## config.mk

```make
export PLATFORM = sky130hd
export DESIGN_NAME = lmon_monitor
export DESIGN_NICKNAME = d
export VERILOG_FILES = /design/src/lmon_pkg.sv /design/src/lmon_monitor.sv
export SDC_FILE = /design/constraint.sdc
export NUM_CORES = 1
export LEC_CHECK = 0
export BUFFER_PORTS_ARGS = -buffer_cell sky130_fd_sc_hd__buf_2
export CORE_MARGIN = 4
export CORE_UTILIZATION = 35
export CTS_CLUSTER_SIZE = 20
export DETAILED_ROUTE_END_ITERATION = 10
export GPL_TIMING_DRIVEN = 0
export PLACE_DENSITY = 0.53
export SLEW_MARGIN = 20
export SYNTH_ARGS = -nofsm -noshare
export SYNTH_HDL_FRONTEND = slang
export SYNTH_SLANG_ARGS = --single-unit
```

## constraint.sdc

```tcl
create_clock -name clk -period 5.2 [get_ports clk]
set_input_delay 0.26 -clock clk [delete_from_list [all_inputs] [get_ports clk]]
set_output_delay 0.26 -clock clk [all_outputs]
set_load 0.05 [all_outputs]
```

## src/lmon_pkg.sv

```systemverilog
// Constants and carrier types for the line test pattern and alarm monitor
package lmon_pkg;

	// Signal loss declare counts, in pulse intervals
	localparam int LOS_N_T1_0 = 175;
	localparam int LOS_N_T1_1 = 1544;
	localparam int LOS_N_E1_0 = 32;
	localparam int LOS_N_E1_1 = 2048;
	// Signal loss clear window and zero-run limits
	localparam int LOS_M_T1 = 128;
	localparam int LOS_M_E1 = 32;
	localparam int LOS_ZRUN_T1 = 100;
	localparam int LOS_ZRUN_E1 = 16;
	// 12.5 percent mark density is one eighth of the window
	localparam int LOS_DENS_SHIFT = 3;
	localparam int LOS_CNT_W = 12;

	// Threshold code decode, magnitude of Q below nominal in dB
	localparam logic [4:0] THR_MAX_CODE = 5'h0a;
	localparam logic [5:0] THR_BASE_DB = 6'h04;
	localparam logic [5:0] THR_STEP_DB = 6'h02;

	// Alarm indication blocks and zero minimums
	localparam int AIS_BLK_E1 = 512;
	localparam int AIS_BLK_T1 = 8192;
	localparam logic [3:0] AIS_ZMIN_E1 = 4'h3;
	localparam logic [3:0] AIS_ZMIN_T1 = 4'h9;
	localparam int AIS_CNT_W = 14;

	// Test source select codes
	localparam logic [1:0] PAT_NORMAL = 2'h0;
	localparam logic [1:0] PAT_ONES = 2'h1;
	localparam logic [1:0] PAT_PRBS = 2'h2;

	// Generator polynomials and zero suppression
	localparam int QRSS_LEN = 20;
	localparam int QRSS_TAP = 17;
	localparam int PRBS_LEN = 15;
	localparam int PRBS_TAP = 14;
	localparam logic [3:0] QRSS_ZLIM = 4'he;
	localparam logic [19:0] LFSR_SEED = 20'hfffff;

	// Receive sync hopping window
	localparam logic [5:0] SYNC_WIN_LAST = 6'h3f;
	localparam logic [6:0] SYNC_MAX_ERR = 7'h06;

	// Error counter
	localparam logic [1:0] ERR_SEL_PATTERN = 2'h0;
	localparam int ERRCNT_W = 16;

	typedef struct packed {
		logic carrier_standard_select;
		logic loss_criteria_select;
		logic equalizer_enable;
		logic [4:0] signal_loss_threshold_code;
		logic cdr_enable;
		logic hw_control_mode;
		logic [1:0] tx_test_source_select;
		logic [1:0] tx_test_source_pins;
		logic test_source_clock_select;
		logic pseudo_random_invert;
		logic pseudo_random_sync_edge_select;
		logic pseudo_random_sync_irq_mask;
		logic [1:0] error_source_select;
	} lmon_cfg_t;

	typedef struct packed {
		logic valid;
		logic data;
		logic below_q;
		logic above_p;
	} lmon_rx_t;

	typedef enum logic [1:0] {
		LOS_OK = 2'b01,
		LOS_LOST = 2'b10
	} lmon_los_state_t;

endpackage

```

## src/lmon_monitor.sv

```systemverilog
// Per-channel signal loss, alarm, test pattern and pattern checker logic
//
// Overview of operation
// T1 loss: 175/1544 below, 128 above clears
// E1 select 0: 32 below declares, 32 clear
// E1 select 1: 2048 below declares
// Threshold code: -4 dB down 2 dB steps
// Criteria chosen by standard and criteria bits
// Alarm detect only with recovery enabled
// E1 criteria bit picks alarm criterion
// E1: two 512-bit blocks under 3 zeros
// T1: 8192-bit block under 9 zeros
// Pattern clock: transmit clock or master clock
// Select 00, clock select 0: data passes
// Hardware mode takes select from pins
// Select 01 sends all ones
// Clock select 1, select 00 sends zeros
// 2^20-1 T1, 2^15-1 E1 sequences
// Select 10 sends sequence, MSB first
// Invert bit inverts generated sequence
// Sync: at most 6 errors per 64 bits
// Sync changes latched, edge select chooses
// Interrupt when flag and mask both set
// Error source 00 counts pattern errors
`timescale 1ns/1ps
`default_nettype none

module lmon_monitor #(
	parameter int AIS_T1_BLOCK = lmon_pkg::AIS_BLK_T1
) (
	input wire logic clk,
	input wire logic rst,
	input wire logic ce,
	input wire lmon_pkg::lmon_cfg_t cfg,
	input wire lmon_pkg::lmon_rx_t rx,
	input wire logic tx_data,
	input wire logic transmit_line_clock,
	input wire logic master_clock_tick,
	input wire logic sync_irq_clear,
	input wire logic err_count_clear,
	output logic signal_loss_q,
	output logic [5:0] threshold_db_q,
	output logic threshold_reserved_q,
	output logic alarm_indication_status_q,
	output logic tx_out_q,
	output logic tx_out_valid_q,
	output logic pseudo_random_sync_status_q,
	output logic pseudo_random_sync_irq_flag_q,
	output logic irq_q,
	output logic [15:0] err_count_q
);

	generate
		if (AIS_T1_BLOCK < 16 || AIS_T1_BLOCK >= (1 << lmon_pkg::AIS_CNT_W)) begin
			$error("AIS_T1_BLOCK out of range");
		end
	endgenerate

	function automatic logic thr_reserved(input logic [4:0] code);
		thr_reserved = code > lmon_pkg::THR_MAX_CODE;
	endfunction

	function automatic logic [5:0] thr_db(input logic [4:0] code);
		thr_db = lmon_pkg::THR_BASE_DB + lmon_pkg::THR_STEP_DB * {1'b0, code};
	endfunction

	logic t1;
	assign t1 = cfg.carrier_standard_select;

	// Threshold decode
	always_ff @(posedge clk or posedge rst) begin
		if (rst) begin
			threshold_db_q <= 6'h00;
			threshold_reserved_q <= 1'b0;
		end else if (ce) begin
			if (cfg.equalizer_enable && !thr_reserved(cfg.signal_loss_threshold_code)) begin
				threshold_db_q <= thr_db(cfg.signal_loss_threshold_code);
			end else begin
				threshold_db_q <= 6'h00;
			end
			threshold_reserved_q <= cfg.equalizer_enable && thr_reserved(cfg.signal_loss_threshold_code);
		end
	end

	// Signal loss criteria selection
	logic [11:0] los_n;
	logic [11:0] los_m;
	logic [11:0] los_zlim;
	always_comb begin
		if (t1) begin
			los_n = cfg.loss_criteria_select ? 12'(lmon_pkg::LOS_N_T1_1) : 12'(lmon_pkg::LOS_N_T1_0);
			los_m = 12'(lmon_pkg::LOS_M_T1);
			los_zlim = 12'(lmon_pkg::LOS_ZRUN_T1);
		end else begin
			los_n = cfg.loss_criteria_select ? 12'(lmon_pkg::LOS_N_E1_1) : 12'(lmon_pkg::LOS_N_E1_0);
			los_m = 12'(lmon_pkg::LOS_M_E1);
			los_zlim = 12'(lmon_pkg::LOS_ZRUN_E1);
		end
	end

	lmon_pkg::lmon_los_state_t los_q;
	logic [11:0] los_cnt_q;
	logic [11:0] clr_ones_q;
	logic [11:0] clr_zrun_q;
	logic clr_active_q;
	logic [11:0] ones_next;
	logic [11:0] zrun_next;
	assign ones_next = clr_ones_q + {11'h000, rx.data};
	assign zrun_next = rx.data ? 12'h000 : clr_zrun_q + 12'h001;

	always_ff @(posedge clk or posedge rst) begin
		if (rst) begin
			los_q <= lmon_pkg::LOS_OK;
			los_cnt_q <= 12'h000;
			clr_ones_q <= 12'h000;
			clr_zrun_q <= 12'h000;
			clr_active_q <= 1'b0;
		end else if (ce && rx.valid) begin
			case (los_q)
				lmon_pkg::LOS_OK: begin
					clr_active_q <= 1'b0;
					if (!rx.below_q) begin
						los_cnt_q <= 12'h000;
					end else if (los_cnt_q == los_n - 12'h001) begin
						los_q <= lmon_pkg::LOS_LOST;
						los_cnt_q <= 12'h000;
					end else begin
						los_cnt_q <= los_cnt_q + 12'h001;
					end
				end
				lmon_pkg::LOS_LOST: begin
					if (!clr_active_q) begin
						if (rx.above_p && rx.data) begin
							clr_active_q <= 1'b1;
							los_cnt_q <= 12'h001;
							clr_ones_q <= 12'h001;
							clr_zrun_q <= 12'h000;
						end
					end else if (!rx.above_p || zrun_next >= los_zlim) begin
						clr_active_q <= 1'b0;
					end else if (los_cnt_q == los_m - 12'h001) begin
						clr_active_q <= 1'b0;
						los_cnt_q <= 12'h000;
						if (ones_next >= (los_m >> lmon_pkg::LOS_DENS_SHIFT)) begin
							los_q <= lmon_pkg::LOS_OK;
						end
					end else begin
						los_cnt_q <= los_cnt_q + 12'h001;
						clr_ones_q <= ones_next;
						clr_zrun_q <= zrun_next;
					end
				end
				default: begin
					los_q <= lmon_pkg::LOS_LOST;
					clr_active_q <= 1'b0;
				end
			endcase
		end
	end

	always_ff @(posedge clk or posedge rst) begin
		if (rst) begin
			signal_loss_q <= 1'b0;
		end else if (ce) begin
			signal_loss_q <= (los_q == lmon_pkg::LOS_LOST);
		end
	end

	// Alarm indication detection
	logic [13:0] ais_blk;
	logic [3:0] ais_zmin;
	logic [13:0] ais_bcnt_q;
	logic [3:0] ais_zcnt_q;
	logic ais_prev_low_q;
	logic [3:0] ais_znext;
	logic ais_low;
	assign ais_blk = t1 ? 14'(AIS_T1_BLOCK) : 14'(lmon_pkg::AIS_BLK_E1);
	assign ais_zmin = t1 ? lmon_pkg::AIS_ZMIN_T1 : lmon_pkg::AIS_ZMIN_E1;
	assign ais_znext = (!rx.data && ais_zcnt_q < ais_zmin) ? ais_zcnt_q + 4'h1 : ais_zcnt_q;
	assign ais_low = ais_znext < ais_zmin;

	always_ff @(posedge clk or posedge rst) begin
		if (rst) begin
			ais_bcnt_q <= 14'h0000;
			ais_zcnt_q <= 4'h0;
			ais_prev_low_q <= 1'b0;
			alarm_indication_status_q <= 1'b0;
		end else if (ce) begin
			if (!cfg.cdr_enable) begin
				ais_bcnt_q <= 14'h0000;
				ais_zcnt_q <= 4'h0;
				ais_prev_low_q <= 1'b0;
			end else if (rx.valid) begin
				if (ais_bcnt_q >= ais_blk - 14'h0001) begin
					ais_bcnt_q <= 14'h0000;
					ais_zcnt_q <= 4'h0;
					ais_prev_low_q <= ais_low;
					if (t1 || cfg.loss_criteria_select) begin
						alarm_indication_status_q <= ais_low;
					end else if (ais_low == ais_prev_low_q) begin
						alarm_indication_status_q <= ais_low;
					end
				end else begin
					ais_bcnt_q <= ais_bcnt_q + 14'h0001;
					ais_zcnt_q <= ais_znext;
				end
			end
		end
	end

	// Transmit test pattern insertion
	logic pat_tick;
	logic [1:0] pat_sel;
	logic [19:0] lfsr_q;
	logic [3:0] gen_zrun_q;
	logic lfsr_fb;
	logic prbs_bit;
	assign pat_tick = cfg.test_source_clock_select ? master_clock_tick : transmit_line_clock;
	assign pat_sel = cfg.hw_control_mode ? cfg.tx_test_source_pins : cfg.tx_test_source_select;
	assign lfsr_fb = t1 ? lfsr_q[lmon_pkg::QRSS_LEN-1] ^ lfsr_q[lmon_pkg::QRSS_TAP-1]
		: lfsr_q[lmon_pkg::PRBS_LEN-1] ^ lfsr_q[lmon_pkg::PRBS_TAP-1];
	assign prbs_bit = t1 ? (lfsr_q[lmon_pkg::QRSS_LEN-1] || gen_zrun_q >= lmon_pkg::QRSS_ZLIM)
		: lfsr_q[lmon_pkg::PRBS_LEN-1];

	always_ff @(posedge clk or posedge rst) begin
		if (rst) begin
			lfsr_q <= lmon_pkg::LFSR_SEED;
			gen_zrun_q <= 4'h0;
		end else if (ce && pat_tick) begin
			lfsr_q <= {lfsr_q[18:0], lfsr_fb};
			gen_zrun_q <= prbs_bit ? 4'h0 : gen_zrun_q + 4'h1;
		end
	end

	always_ff @(posedge clk or posedge rst) begin
		if (rst) begin
			tx_out_q <= 1'b0;
			tx_out_valid_q <= 1'b0;
		end else if (ce) begin
			tx_out_valid_q <= pat_tick;
			if (pat_tick) begin
				case (pat_sel)
					lmon_pkg::PAT_NORMAL: tx_out_q <= cfg.test_source_clock_select ? 1'b0 : tx_data;
					lmon_pkg::PAT_ONES: tx_out_q <= 1'b1;
					lmon_pkg::PAT_PRBS: tx_out_q <= prbs_bit ^ cfg.pseudo_random_invert;
					default: tx_out_q <= tx_data;
				endcase
			end
		end
	end

	// Receive pattern checker
	logic [19:0] chk_q;
	logic rx_bit;
	logic chk_err;
	logic [5:0] win_cnt_q;
	logic [6:0] win_err_q;
	logic [6:0] win_err_next;
	assign rx_bit = rx.data ^ cfg.pseudo_random_invert;
	assign chk_err = rx_bit ^ (t1 ? chk_q[lmon_pkg::QRSS_LEN-1] ^ chk_q[lmon_pkg::QRSS_TAP-1]
		: chk_q[lmon_pkg::PRBS_LEN-1] ^ chk_q[lmon_pkg::PRBS_TAP-1]);
	assign win_err_next = win_err_q + {6'h00, chk_err};

	always_ff @(posedge clk or posedge rst) begin
		if (rst) begin
			chk_q <= 20'h00000;
			win_cnt_q <= 6'h00;
			win_err_q <= 7'h00;
			pseudo_random_sync_status_q <= 1'b0;
		end else if (ce && rx.valid) begin
			chk_q <= {chk_q[18:0], rx_bit};
			win_cnt_q <= win_cnt_q + 6'h01;
			if (win_cnt_q == lmon_pkg::SYNC_WIN_LAST) begin
				win_err_q <= 7'h00;
				pseudo_random_sync_status_q <= win_err_next <= lmon_pkg::SYNC_MAX_ERR;
			end else begin
				win_err_q <= win_err_next;
			end
		end
	end

	// Sync change capture and interrupt
	logic sync_prev_q;
	logic sync_set;
	assign sync_set = cfg.pseudo_random_sync_edge_select
		? (pseudo_random_sync_status_q ^ sync_prev_q)
		: (pseudo_random_sync_status_q & ~sync_prev_q);

	always_ff @(posedge clk or posedge rst) begin
		if (rst) begin
			sync_prev_q <= 1'b0;
			pseudo_random_sync_irq_flag_q <= 1'b0;
			irq_q <= 1'b0;
		end else if (ce) begin
			sync_prev_q <= pseudo_random_sync_status_q;
			pseudo_random_sync_irq_flag_q <= sync_set
				| (pseudo_random_sync_irq_flag_q & ~sync_irq_clear);
			irq_q <= pseudo_random_sync_irq_flag_q & cfg.pseudo_random_sync_irq_mask;
		end
	end

	// Pattern error counter
	logic err_inc;
	assign err_inc = rx.valid && chk_err && cfg.error_source_select == lmon_pkg::ERR_SEL_PATTERN;

	always_ff @(posedge clk or posedge rst) begin
		if (rst) begin
			err_count_q <= 16'h0000;
		end else if (ce) begin
			if (err_count_clear) begin
				err_count_q <= {15'h0000, err_inc};
			end else if (err_inc && err_count_q != 16'hffff) begin
				err_count_q <= err_count_q + 16'h0001;
			end
		end
	end

endmodule

`default_nettype wire

```

==> results.py, run 1 <==
metrics = {
    "synth": {
        "syn-instance-count": 860,
        "synthDistinctLibCells": 66,
        "async_reset_ff_share_pct": 100,
        "yosysWarnings": 0,
        "synth_edf_count": 0,
        "syn_nets": 927,
        "synth_area_per_cell_um2": 9.40,
        "synth_ff_type": "dfrtp_1",
        "synth_area_um2": 8090,
        "ys_ff_latch": 145,
        "synth-seq-area-share_pct": 45.2,
    },
    "route": {
        "drt_iter0_markers": 394,
        "drt-wirelength-per-cell_um": 15.0,
        "firstDrtPassIters": 6,
        "drc": 0,
        "vias": 6483,
        "postRouteAntennaNets": 0,
        "viasPerCell": 5.23,
        "drt_wl_total_mm": 18.6,
    },
    "grt": {
        "track_usage_pct": 14.9,
        "grt_first_pass_wirelength_mm": 31.8,
        "grt_antenna_before_repair": 0,
        "gr-total-overflow": 0,
        "grt_pass1_vias": 6204,
        "grt_max_degree": 90,
    },
    "finish": {
        "nNetsFinal": 1008,
        "area_delta_synth_final_pct": 16.5,
        "num-fill-cells": 2209,
        "drive_gt1_share_pct": 17.1,
        "fin_util_pct": 41.5,
        "final_common_cell": "nand2_1",
        "antenna_cells": 0,
        "mostFrequentLayoutCells": "137 x nand2_1, 124 x dfrtp_1, 64 x buf_2, 59 x o21ai_0, 47 x nor2_1",
        "final_cell_count_no_fill": 1239,
    },
    "floorplanning": {
        "ios": 62,
        "dieWidth_um": 160,
        "dieArea_um2": 25600,
        "die_height_um": 160,
        "initial_core_util_pct": 35.6,
        "fp.coreArea_um2": 22700,
        "rows": 55,
    },
    "placed_design": {
        "placed_cells": 1206,
        "dpl.hpwl_mm": 13.1,
        "port_buffers": 60,
        "place_congestion": 0.778,
    },
    "hold_path": {
        "hold_depth": 2,
        "hp-class": "in -> reg",
        "whs_endpoint": "threshold_db_q[2]$_DFFE_PP0P_",
        "worstHoldStart": "cfg[13]",
    },
    "clock_tree": {
        "numCtsBuffers": 17,
        "cts_root_buf": "clkbuf_16",
        "htreeDepth": 4,
        "clk_latency_ns": 0.43,
        "post_cts_buffers": 0,
        "cts_buffer_depth": 2,
        "cts_resized": 0,
        "cts.sinks": 145,
        "hold_buffers": 1,
        "clkTransAtPathRegs_ns": 0.07,
        "cts_tree": "done",
    },
    "critical_path": {
        "required_ns": 5.51,
        "worst-setup-path-type": "reg -> reg",
        "cp.arrival_ns": 3.80,
        "critical_path_peak_fanout": 10,
        "r2r_slack_ns": 1.71,
        "r2r_cells": 14,
        "r2r_end": "clr_zrun_q[4]$_DFFE_PP0P_",
        "critPathCaptureType": "flop",
        "r2r-start": "clr_zrun_q[0]$_DFFE_PP0P_",
        "crit_path_start_kind": "flop",
    },
    "sta": {
        "slew_viol_final": 0,
        "timing.fmax_ghz": 0.286,
        "rsz0062_at_grt": "no",
        "fin_skew_ns": 0.0117,
        "setup_viol": 0,
        "max_slew_margin_pct": 35.4,
        "hold_viol_final": 0,
        "tns_ns": 0,
        "tightestPinTransition_ns": 0.961,
        "min_period_over_period_pct": 67.2,
        "period_minus_slack_ns": 3.49,
    },
    "power": {
        "power.leakage_nw": 4.32,
        "power.density_nw_per_um2": 346,
        "max-vdd-ir-drop_v": 0.000197,
    },
    "flow_run": {
        "maxCapViolations": 0,
    },
    "outcome": {
        "status": "finished, final reports clean",
    },
}
## routing by layer
metal  vias up  routed length [µm]  global-route usage (%)
li1       3254                   -                       -
met1      3123                9420                    20.9
met2        88                8550                    23.8
met3        18                 382                    2.01
met4         0                 273                    5.08
met5         -                   0                       0
## cell usage after synthesis, types with 10 or more instances
cell type	count	area, µm²
a21oi_1	23	115
and2_1	11	68.8
and3_1	24	150
clkbuf_1	25	93.8
dfrtp_1	124	3100
dfstp_2	21	552
ha_1	35	438
inv_1	30	113
mux2_2	25	282
mux2i_1	10	100
nand2_1	137	514
nand2b_1	14	87.6
nand3_1	36	180
nand4_1	17	106
nor2_1	47	176
nor2b_1	10	62.6
nor3_1	19	95.1
o21ai_0	59	295
o31ai_1	23	173
or3_1	10	62.6
xnor2_1	18	158
xor2_1	22	193
## worst max-delay path, stage by stage, from the launching register on
cell	delay (ns)
dfrtp_1	0.42
ha_1	0.23
nand4_1	0.22
or2_2	0.35
xor2_1	0.14
nor2_1	0.08
ha_1	0.21
nor2b_1	0.15
and4b_1	0.21
a32oi_1	0.16
a31o_2	0.27
nor2_2	0.30
o21ai_2	0.14
buf_2	0.25
a22o_1	0.24
## logic make-up after synthesis
group / Yosys count / synth area share [%]
AO/OA/AOI/OAI: 181 / 15.4
adder cells (fa/ha/maj): 35 / 5.42
XOR/XNOR: 40 / 4.33
multiplexers: 35 / 4.72
flip-flops: 145 / 45.2
AND/OR/NAND/NOR: 355 / 21.4
buffers and inverters: 68 / 3.50
other: 1 / 0.0464
## per-stage QoR
step           hold slack (ns)  power (mW)  cell area, µm²  setup slack, ns
2_1_floorplan            0.342        1.84            8090             1.08
3_5_place_dp             0.334        2.02            8780             1.26
6_report                0.0592        3.26            9420             1.71
4_1_cts                 0.0437        3.31            9420             1.71
5_1_grt                 0.0558        3.47            9420             1.47
3_3_place_gp             0.447        2.00            8740           -0.974
## power by group
| group | switching [mW] | total, mW | internal (mW) |
|---|---|---|---|
| registers | 0.130 | 1.40 | 1.27 |
| logic | 0.352 | 0.592 | 0.240 |
| clock network | 0.604 | 1.27 | 0.667 |
## sequential cells by signal, indices dropped and copies added (netlist names), 2 cells and up
signal          flops
ais_bcnt_q         14
ais_zcnt_q          4
chk_q              20
clr_ones_q         12
clr_zrun_q         12
err_count_q        16
gen_zrun_q          4
lfsr_q             20
los_cnt_q          12
los_q               2
threshold_db_q      5
win_cnt_q           6
win_err_q           7
## final cells by class
type | count | area (µm²) | area share [%]
Sequential cell | 145 | 3650 | 38.8
Inverter | 30 | 120 | 1.28
Timing Repair Buffer | 62 | 338 | 3.59
Multi-Input combinational cell | 647 | 4150 | 44.0
Clock buffer | 17 | 425 | 4.52
Tap cell | 285 | 357 | 3.79
Buffer | 38 | 170 | 1.81
Clock inverter | 15 | 206 | 2.19
## worst max-delay path by stage
stage	startpoint	end	slack (ns)	cells after the start
2_1_floorplan	rst	ais_bcnt_q[0]$_DFFE_PP0P_	1.08	1
3_5_place_dp	cfg[19]	alarm_indication_status_q$_DFFE_PP0P_	1.26	13
5_1_grt	cfg[19]	alarm_indication_status_q$_DFFE_PP0P_	1.47	13
6_report	clr_zrun_q[0]$_DFFE_PP0P_	clr_zrun_q[4]$_DFFE_PP0P_	1.71	14
4_1_cts	clr_zrun_q[0]$_DFFE_PP0P_	clr_zrun_q[4]$_DFFE_PP0P_	1.71	14
3_3_place_gp	rst	clr_zrun_q[1]$_DFFE_PP0P_	-0.97	2
Note: power is estimated with default switching activity, not from simulation.
==> run 2, diff against run 1 <==
==> constraint.sdc (replaced) <==
create_clock -name clk -period 3.5 [get_ports clk]
set_input_delay 0.175 -clock clk [delete_from_list [all_inputs] [get_ports clk]]
set_output_delay 0.175 -clock clk [all_outputs]
set_load 0.05 [all_outputs]
==> run 2 against run 1 <==
Global-route usage is 0.25 points higher. Core utilization is 0.63 points higher. Clock skew hardly changed. Flip-flop and latch count stayed put. Sequential power is 49% higher. Non-clock buffer count is 9 higher. Die area stayed put. Via count is 0.54% lower. Sequential share of layout area is 0.57 points lower.
==> results.py, run 2 (synthesized netlist as in run 1, its figures left out) <==
metrics = {
    "sta": {
        "fin_ws_ns": 0.159,
        "timing.fmax_ghz": 0.299,
        "tightestPinTransition_ns": 0.870,
        "setup_viol": 0,
        "hold_viol_final": 0,
        "tns_ns": 0,
        "slew_viol_final": 0,
        "rsz0062_at_grt": "yes",
        "min_period_over_period_pct": 95.5,
        "period_minus_slack_ns": 3.34,
        "fin_skew_ns": 0.0119,
        "max_slew_margin_pct": 41.5,
    },
    "finish": {
        "antenna_cells": 0,
        "register_area_um2": 3660,
        "reg_top3": "chk_q (20), lfsr_q (20), err_count_q (16)",
        "nNetsFinal": 1017,
        "area_delta_synth_final_pct": 18.3,
        "final_common_cell": "nand2_1",
        "multiInputGateArea_um2": 4190,
        "drive_gt1_share_pct": 18.4,
        "num-fill-cells": 2204,
        "fin_util_pct": 42.1,
        "mostFrequentLayoutCells": "137 x nand2_1, 123 x dfrtp_1, 64 x buf_2, 59 x o21ai_0, 47 x nor2_1",
    },
    "power": {
        "power.density_nw_per_um2": 504,
        "power.leakage_nw": 4.38,
        "total_power_mw": 4.82,
        "max-vdd-ir-drop_v": 0.000287,
    },
    "placed_design": {
        "place_congestion": 0.779,
        "preCtsSetupSlack_ns": -0.428,
        "port_buffers": 60,
        "dpl.hpwl_mm": 13.5,
    },
    "route": {
        "vias": 6448,
        "postRouteAntennaNets": 0,
        "drt_wl_total_mm": 18.9,
        "viasPerCell": 5.17,
        "drt_iter0_markers": 289,
        "drc": 0,
        "drt-wirelength-per-cell_um": 15.2,
        "firstDrtPassIters": 4,
    },
    "critical_path": {
        "cpMostUsedCell": "buf_2",
        "critical_path_peak_fanout": 16,
        "crit_path_cell_trace": "buf_2, inv_1, ha_1, xor2_1, mux2_2, or4_1, a22oi_1, buf_2, nor2_1, o31ai_1, o41ai_2",
        "crit_slowest_cell": "or4_1",
        "cp.arrival_ns": 3.64,
        "cpPeakStageDelay_ns": 0.59,
        "worst-setup-path-type": "in -> reg",
        "required_ns": 3.79,
        "critPathCaptureType": "flop",
        "crit_path_start_kind": "primary input",
        "r2r_slack_ns": 0.21,
    },
    "floorplanning": {
        "fp.coreArea_um2": 22700,
        "dieWidth_um": 160,
        "die_height_um": 160,
        "ios": 62,
        "initial_core_util_pct": 35.6,
        "rows": 55,
        "dieArea_um2": 25600,
    },
    "grt": {
        "grt_pass1_vias": 6364,
        "grt_max_degree": 34,
        "grt_antenna_before_repair": 0,
        "gr-total-overflow": 0,
        "grt_first_pass_wirelength_mm": 32.3,
        "track_usage_pct": 15.1,
    },
    "clock_tree": {
        "cts_buffer_depth": 2,
        "cts_tree": "done",
        "cts.sinks": 145,
        "cts_root_buf": "clkbuf_16",
        "numCtsBuffers": 17,
        "htreeDepth": 4,
        "clk_latency_ns": 0.43,
        "clkTransAtPathRegs_ns": 0.07,
    },
    "outcome": {
        "status": "finished, final reports clean",
    },
    "flow_run": {
        "maxCapViolations": 0,
    },
    "hold_path": {
        "hp-class": "in -> reg",
    },
}
==> run 2: final cells by class <==
class / count / area share [%]
repair buffers: 71 / 4.79
inverters: 30 / 1.22
well taps: 285 / 3.73
clock buffers: 17 / 4.45
clock inverters: 15 / 1.95
plain buffers: 38 / 1.78
multi-input cells: 647 / 43.8
flip-flops and latches: 145 / 38.2
==> run 2: worst max-delay path, delay by kind of cell <==
family / cells / cell delay (ns)
buffers and inverters: 3 / 1.16
AO/OA/AOI/OAI: 3 / 0.71
AND/OR/NAND/NOR: 2 / 0.66
adder cells (fa/ha/maj): 1 / 0.39
multiplexers: 1 / 0.35
XOR/XNOR: 1 / 0.15
==> run 2: metrics by stage <==
step	hold WS [ns]	area, µm²	cells
2_1_floorplan	0.257	8090	860
3_3_place_gp	0.422	8750	1205
3_5_place_dp	0.134	8850	1210
4_1_cts	0.00393	9520	1248
5_1_grt	0.0298	9560	1248
6_report	0.0152	9560	1248
==> run 2: final timing paths <==
path,startpoint,endpoint,cells past startpoint
setup / recovery,cfg[19],los_cnt_q[6]$_DFFE_PP0P_,11
hold / removal,cfg[2],irq_q$_DFFE_PP0P_,3
setup reg to reg,clr_zrun_q[0]$_DFFE_PP0P_,clr_ones_q[6]$_DFFE_PP0P_,14
hold reg to reg,chk_q[5]$_DFFE_PP0P_,chk_q[6]$_DFFE_PP0P_,2
max in group asynchronous,rst,los_q[0]$_DFFE_PP1P_,6
min in group asynchronous,rst,threshold_db_q[5]$_DFFE_PP0P_,3
==> run 2: power breakdown <==
part	switching, mW	internal (mW)	leakage, nW	total, mW
registers	0.200	1.88	1.88	2.08
clock network	0.861	0.973	0.299	1.83
logic	0.532	0.369	2.20	0.901
total	1.59	3.23	4.38	4.82
==> run 2: what timing repair did <==
| action | CTS | global route |
|---|---|---|
| hold endpoints to repair | 51 | 0 |
| hold buffers | 5 | 0 |
| pin swaps | 1 | 0 |
| setup endpoints to repair | 4 | 24 |
| gates resized for setup | 1 | 9 |
| setup buffers | 1 | 0 |
==> run 2: layer usage <==
layer	wire length [µm]	up-vias	track usage, %
met5	0	-	0
met4	233	0	4.54
met3	324	14	2.48
met2	8830	62	24.5
met1	9550	3105	21.0
li1	-	3267	-
==> run 3, diff against run 2 <==
--- a/config.mk
+++ b/config.mk
@@ -7,11 +7,11 @@
 export LEC_CHECK = 0
 export BUFFER_PORTS_ARGS = -buffer_cell sky130_fd_sc_hd__buf_2
 export CORE_MARGIN = 4
-export CORE_UTILIZATION = 35
+export CORE_UTILIZATION = 55
 export CTS_CLUSTER_SIZE = 20
 export DETAILED_ROUTE_END_ITERATION = 10
 export GPL_TIMING_DRIVEN = 0
-export PLACE_DENSITY = 0.53
+export PLACE_DENSITY = 0.76
 export SLEW_MARGIN = 20
 export SYNTH_ARGS = -nofsm -noshare
 export SYNTH_HDL_FRONTEND = slang
==> run 3 against run 2 <==
Register-to-register slack about the same. First-iteration DRC count rose by 57%. Die area down 35%. Critical path depth is 3 higher. Clock skew is 0.0051 ns lower. Flip-flop and latch count unchanged. Count of clock-buffer cells in the layout up 1. Via count is 2.5% higher. Critical path type is now reg -> reg. Combinational power barely moved. Clock power fell by 7%.
==> results.py, run 3 (synthesized netlist as in run 1, its figures left out) <==
metrics = {
    "finish": {
        "fin_util_pct": 64.8,
        "final_common_cell": "nand2_1",
        "mostFrequentLayoutCells": "137 x nand2_1, 123 x dfrtp_1, 64 x buf_2, 59 x o21ai_0, 47 x nor2_1",
        "antenna_cells": 0,
        "area_delta_synth_final_pct": 16.0,
        "drive_gt1_share_pct": 18.0,
        "reg_top3": "chk_q (20), lfsr_q (20), err_count_q (16)",
        "nNetsFinal": 1018,
        "final_area_um2": 9380,
    },
    "floorplanning": {
        "fp.coreArea_um2": 14500,
        "initial_core_util_pct": 55.8,
        "dieArea_um2": 16700,
        "ios": 62,
        "die_height_um": 129,
        "rows": 44,
        "dieWidth_um": 129,
    },
    "critical_path": {
        "cp.arrival_ns": 3.62,
        "crit_slowest_cell": "dfrtp_2",
        "critPathCaptureType": "flop",
        "worst-setup-path-type": "reg -> reg",
        "r2r-start": "clr_zrun_q[0]$_DFFE_PP0P_",
        "crit_path_start_kind": "flop",
        "startpoint": "clr_zrun_q[0]$_DFFE_PP0P_",
        "cpPeakStageDelay_ns": 0.40,
        "crit_path_cell_trace": "ha_2, nand4_1, or2_2, xor2_1, nor2_1, ha_1, nor2b_1, and4b_1, a32oi_1, a31oi_4, a221oi_4, or3_1, buf_4, o31ai_1",
        "required_ns": 3.83,
        "critical_path_peak_fanout": 10,
    },
    "flow_run": {
        "maxCapViolations": 0,
    },
    "grt": {
        "grt_first_pass_wirelength_mm": 29.9,
        "grt_antenna_before_repair": 0,
        "track_usage_pct": 22.0,
        "grt_pass1_vias": 6390,
        "gr-total-overflow": 0,
        "grt_max_degree": 31,
    },
    "clock_tree": {
        "clk_latency_ns": 0.42,
        "cts_root_buf": "clkbuf_16",
        "cts.sinks": 145,
        "clkTransAtPathRegs_ns": 0.06,
        "htreeDepth": 4,
        "numCtsBuffers": 17,
        "cts_tree": "done",
        "cts_buffer_depth": 2,
    },
    "power": {
        "power.leakage_nw": 4.36,
        "power.density_nw_per_um2": 500,
        "max-vdd-ir-drop_v": 0.000418,
        "total_power_mw": 4.69,
    },
    "route": {
        "drt_iter0_markers": 455,
        "drt-wirelength-per-cell_um": 15.3,
        "drt_wl_total_mm": 17.5,
        "postRouteAntennaNets": 0,
        "vias": 6611,
        "viasPerCell": 5.76,
        "drc": 0,
        "firstDrtPassIters": 5,
    },
    "placed_design": {
        "place_area_um2": 8730,
        "port_buffers": 60,
        "dpl.hpwl_mm": 12.4,
        "place_congestion": 0.862,
    },
    "sta": {
        "rsz0062_at_grt": "no",
        "setup_viol": 0,
        "period_minus_slack_ns": 3.29,
        "hold_viol_final": 0,
        "fin_hold_ws_ns": 0.0235,
        "timing.fmax_ghz": 0.304,
        "slew_viol_final": 0,
        "min_period_over_period_pct": 94.1,
        "max_slew_margin_pct": 44.3,
        "tns_ns": 0,
        "tightestPinTransition_ns": 0.828,
        "fin_skew_ns": 0.00680,
    },
    "outcome": {
        "status": "finished, final reports clean",
    },
    "hold_path": {
        "hp-class": "in -> reg",
        "worstHoldStart": "cfg[14]",
    },
}
run 3: cell count changes in the layout (fill, tap and decap cells not counted), moves of 2 or more:
| cell | before | now |
|---|---|---|
| inv_8 | 5 | 2 |
| clkinv_4 | 2 | 4 |
| buf_12 | 5 | 3 |
| buf_16 | 0 | 2 |
| inv_6 | 1 | 5 |
| clkinv_8 | 5 | 0 |
| buf_4 | 5 | 7 |
run 3: per-layer routing:
layer / vias to the layer above / track usage [%] / wire length, µm
li1: 3266 / - / -
met1: 3170 / 29.7 / 8230
met2: 145 / 35.3 / 8300
met3: 30 / 4.49 / 608
met4: 0 / 7.84 / 372
met5: - / 0 / 0
run 3: per-stage QoR:
stage / setup slack (ns) / std cells
2_1_floorplan: 0.435 / 860
3_3_place_gp: -0.131 / 1104
3_5_place_dp: -0.219 / 1109
4_1_cts: 0.0133 / 1145
5_1_grt: 0.00515 / 1148
6_report: 0.207 / 1148
run 3: worst max-delay path, delay by kind of cell, from the launching register on:
family          cells  cell delay (ns)
xor+xnor            1             0.13
flops               1             0.40
fa+ha+maj           2             0.42
compound gates      4             0.77
buf+inv             1             0.19
simple gates        6             1.29
run 3: worst paths after layout:
kind	endpoint	slack [ns]	depth (start not counted)
worst min register to register	chk_q[7]$_DFFE_PP0P_	0.46	2
worst max register to register	los_cnt_q[8]$_DFFE_PP0P_	0.21	14
worst min-delay path	threshold_db_q[5]$_DFFE_PP0P_	0.02	3
max in group asynchronous	los_q[0]$_DFFE_PP1P_	2.33	5
worst max-delay path	los_cnt_q[8]$_DFFE_PP0P_	0.21	14
min in group asynchronous	err_count_q[5]$_DFFE_PP0P_	0.35	3
run 3: report_power, final:
group	switching (mW)	internal, mW	leakage (nW)
logic	0.529	0.376	2.20
clock network	0.770	0.930	0.275
registers	0.197	1.89	1.88
run 3: layout make-up:
class,instances,area [µm²]
flip-flops and latches,145,3660
multi-input cells,647,4180
clock inverters,14,119
well taps,184,230
plain buffers,38,170
fillers,1155,5100
repair buffers,72,478
inverters,30,116
clock buffers,18,429
run 3: timing repair:
| item | CTS | global route |
|---|---|---|
| endpoints found under the hold margin | 25 | 0 |
| hold buffers | 4 | 0 |
| gates resized for setup | 0 | 7 |
| setup endpoints to repair | 0 | 36 |
| setup buffers | 0 | 3 |
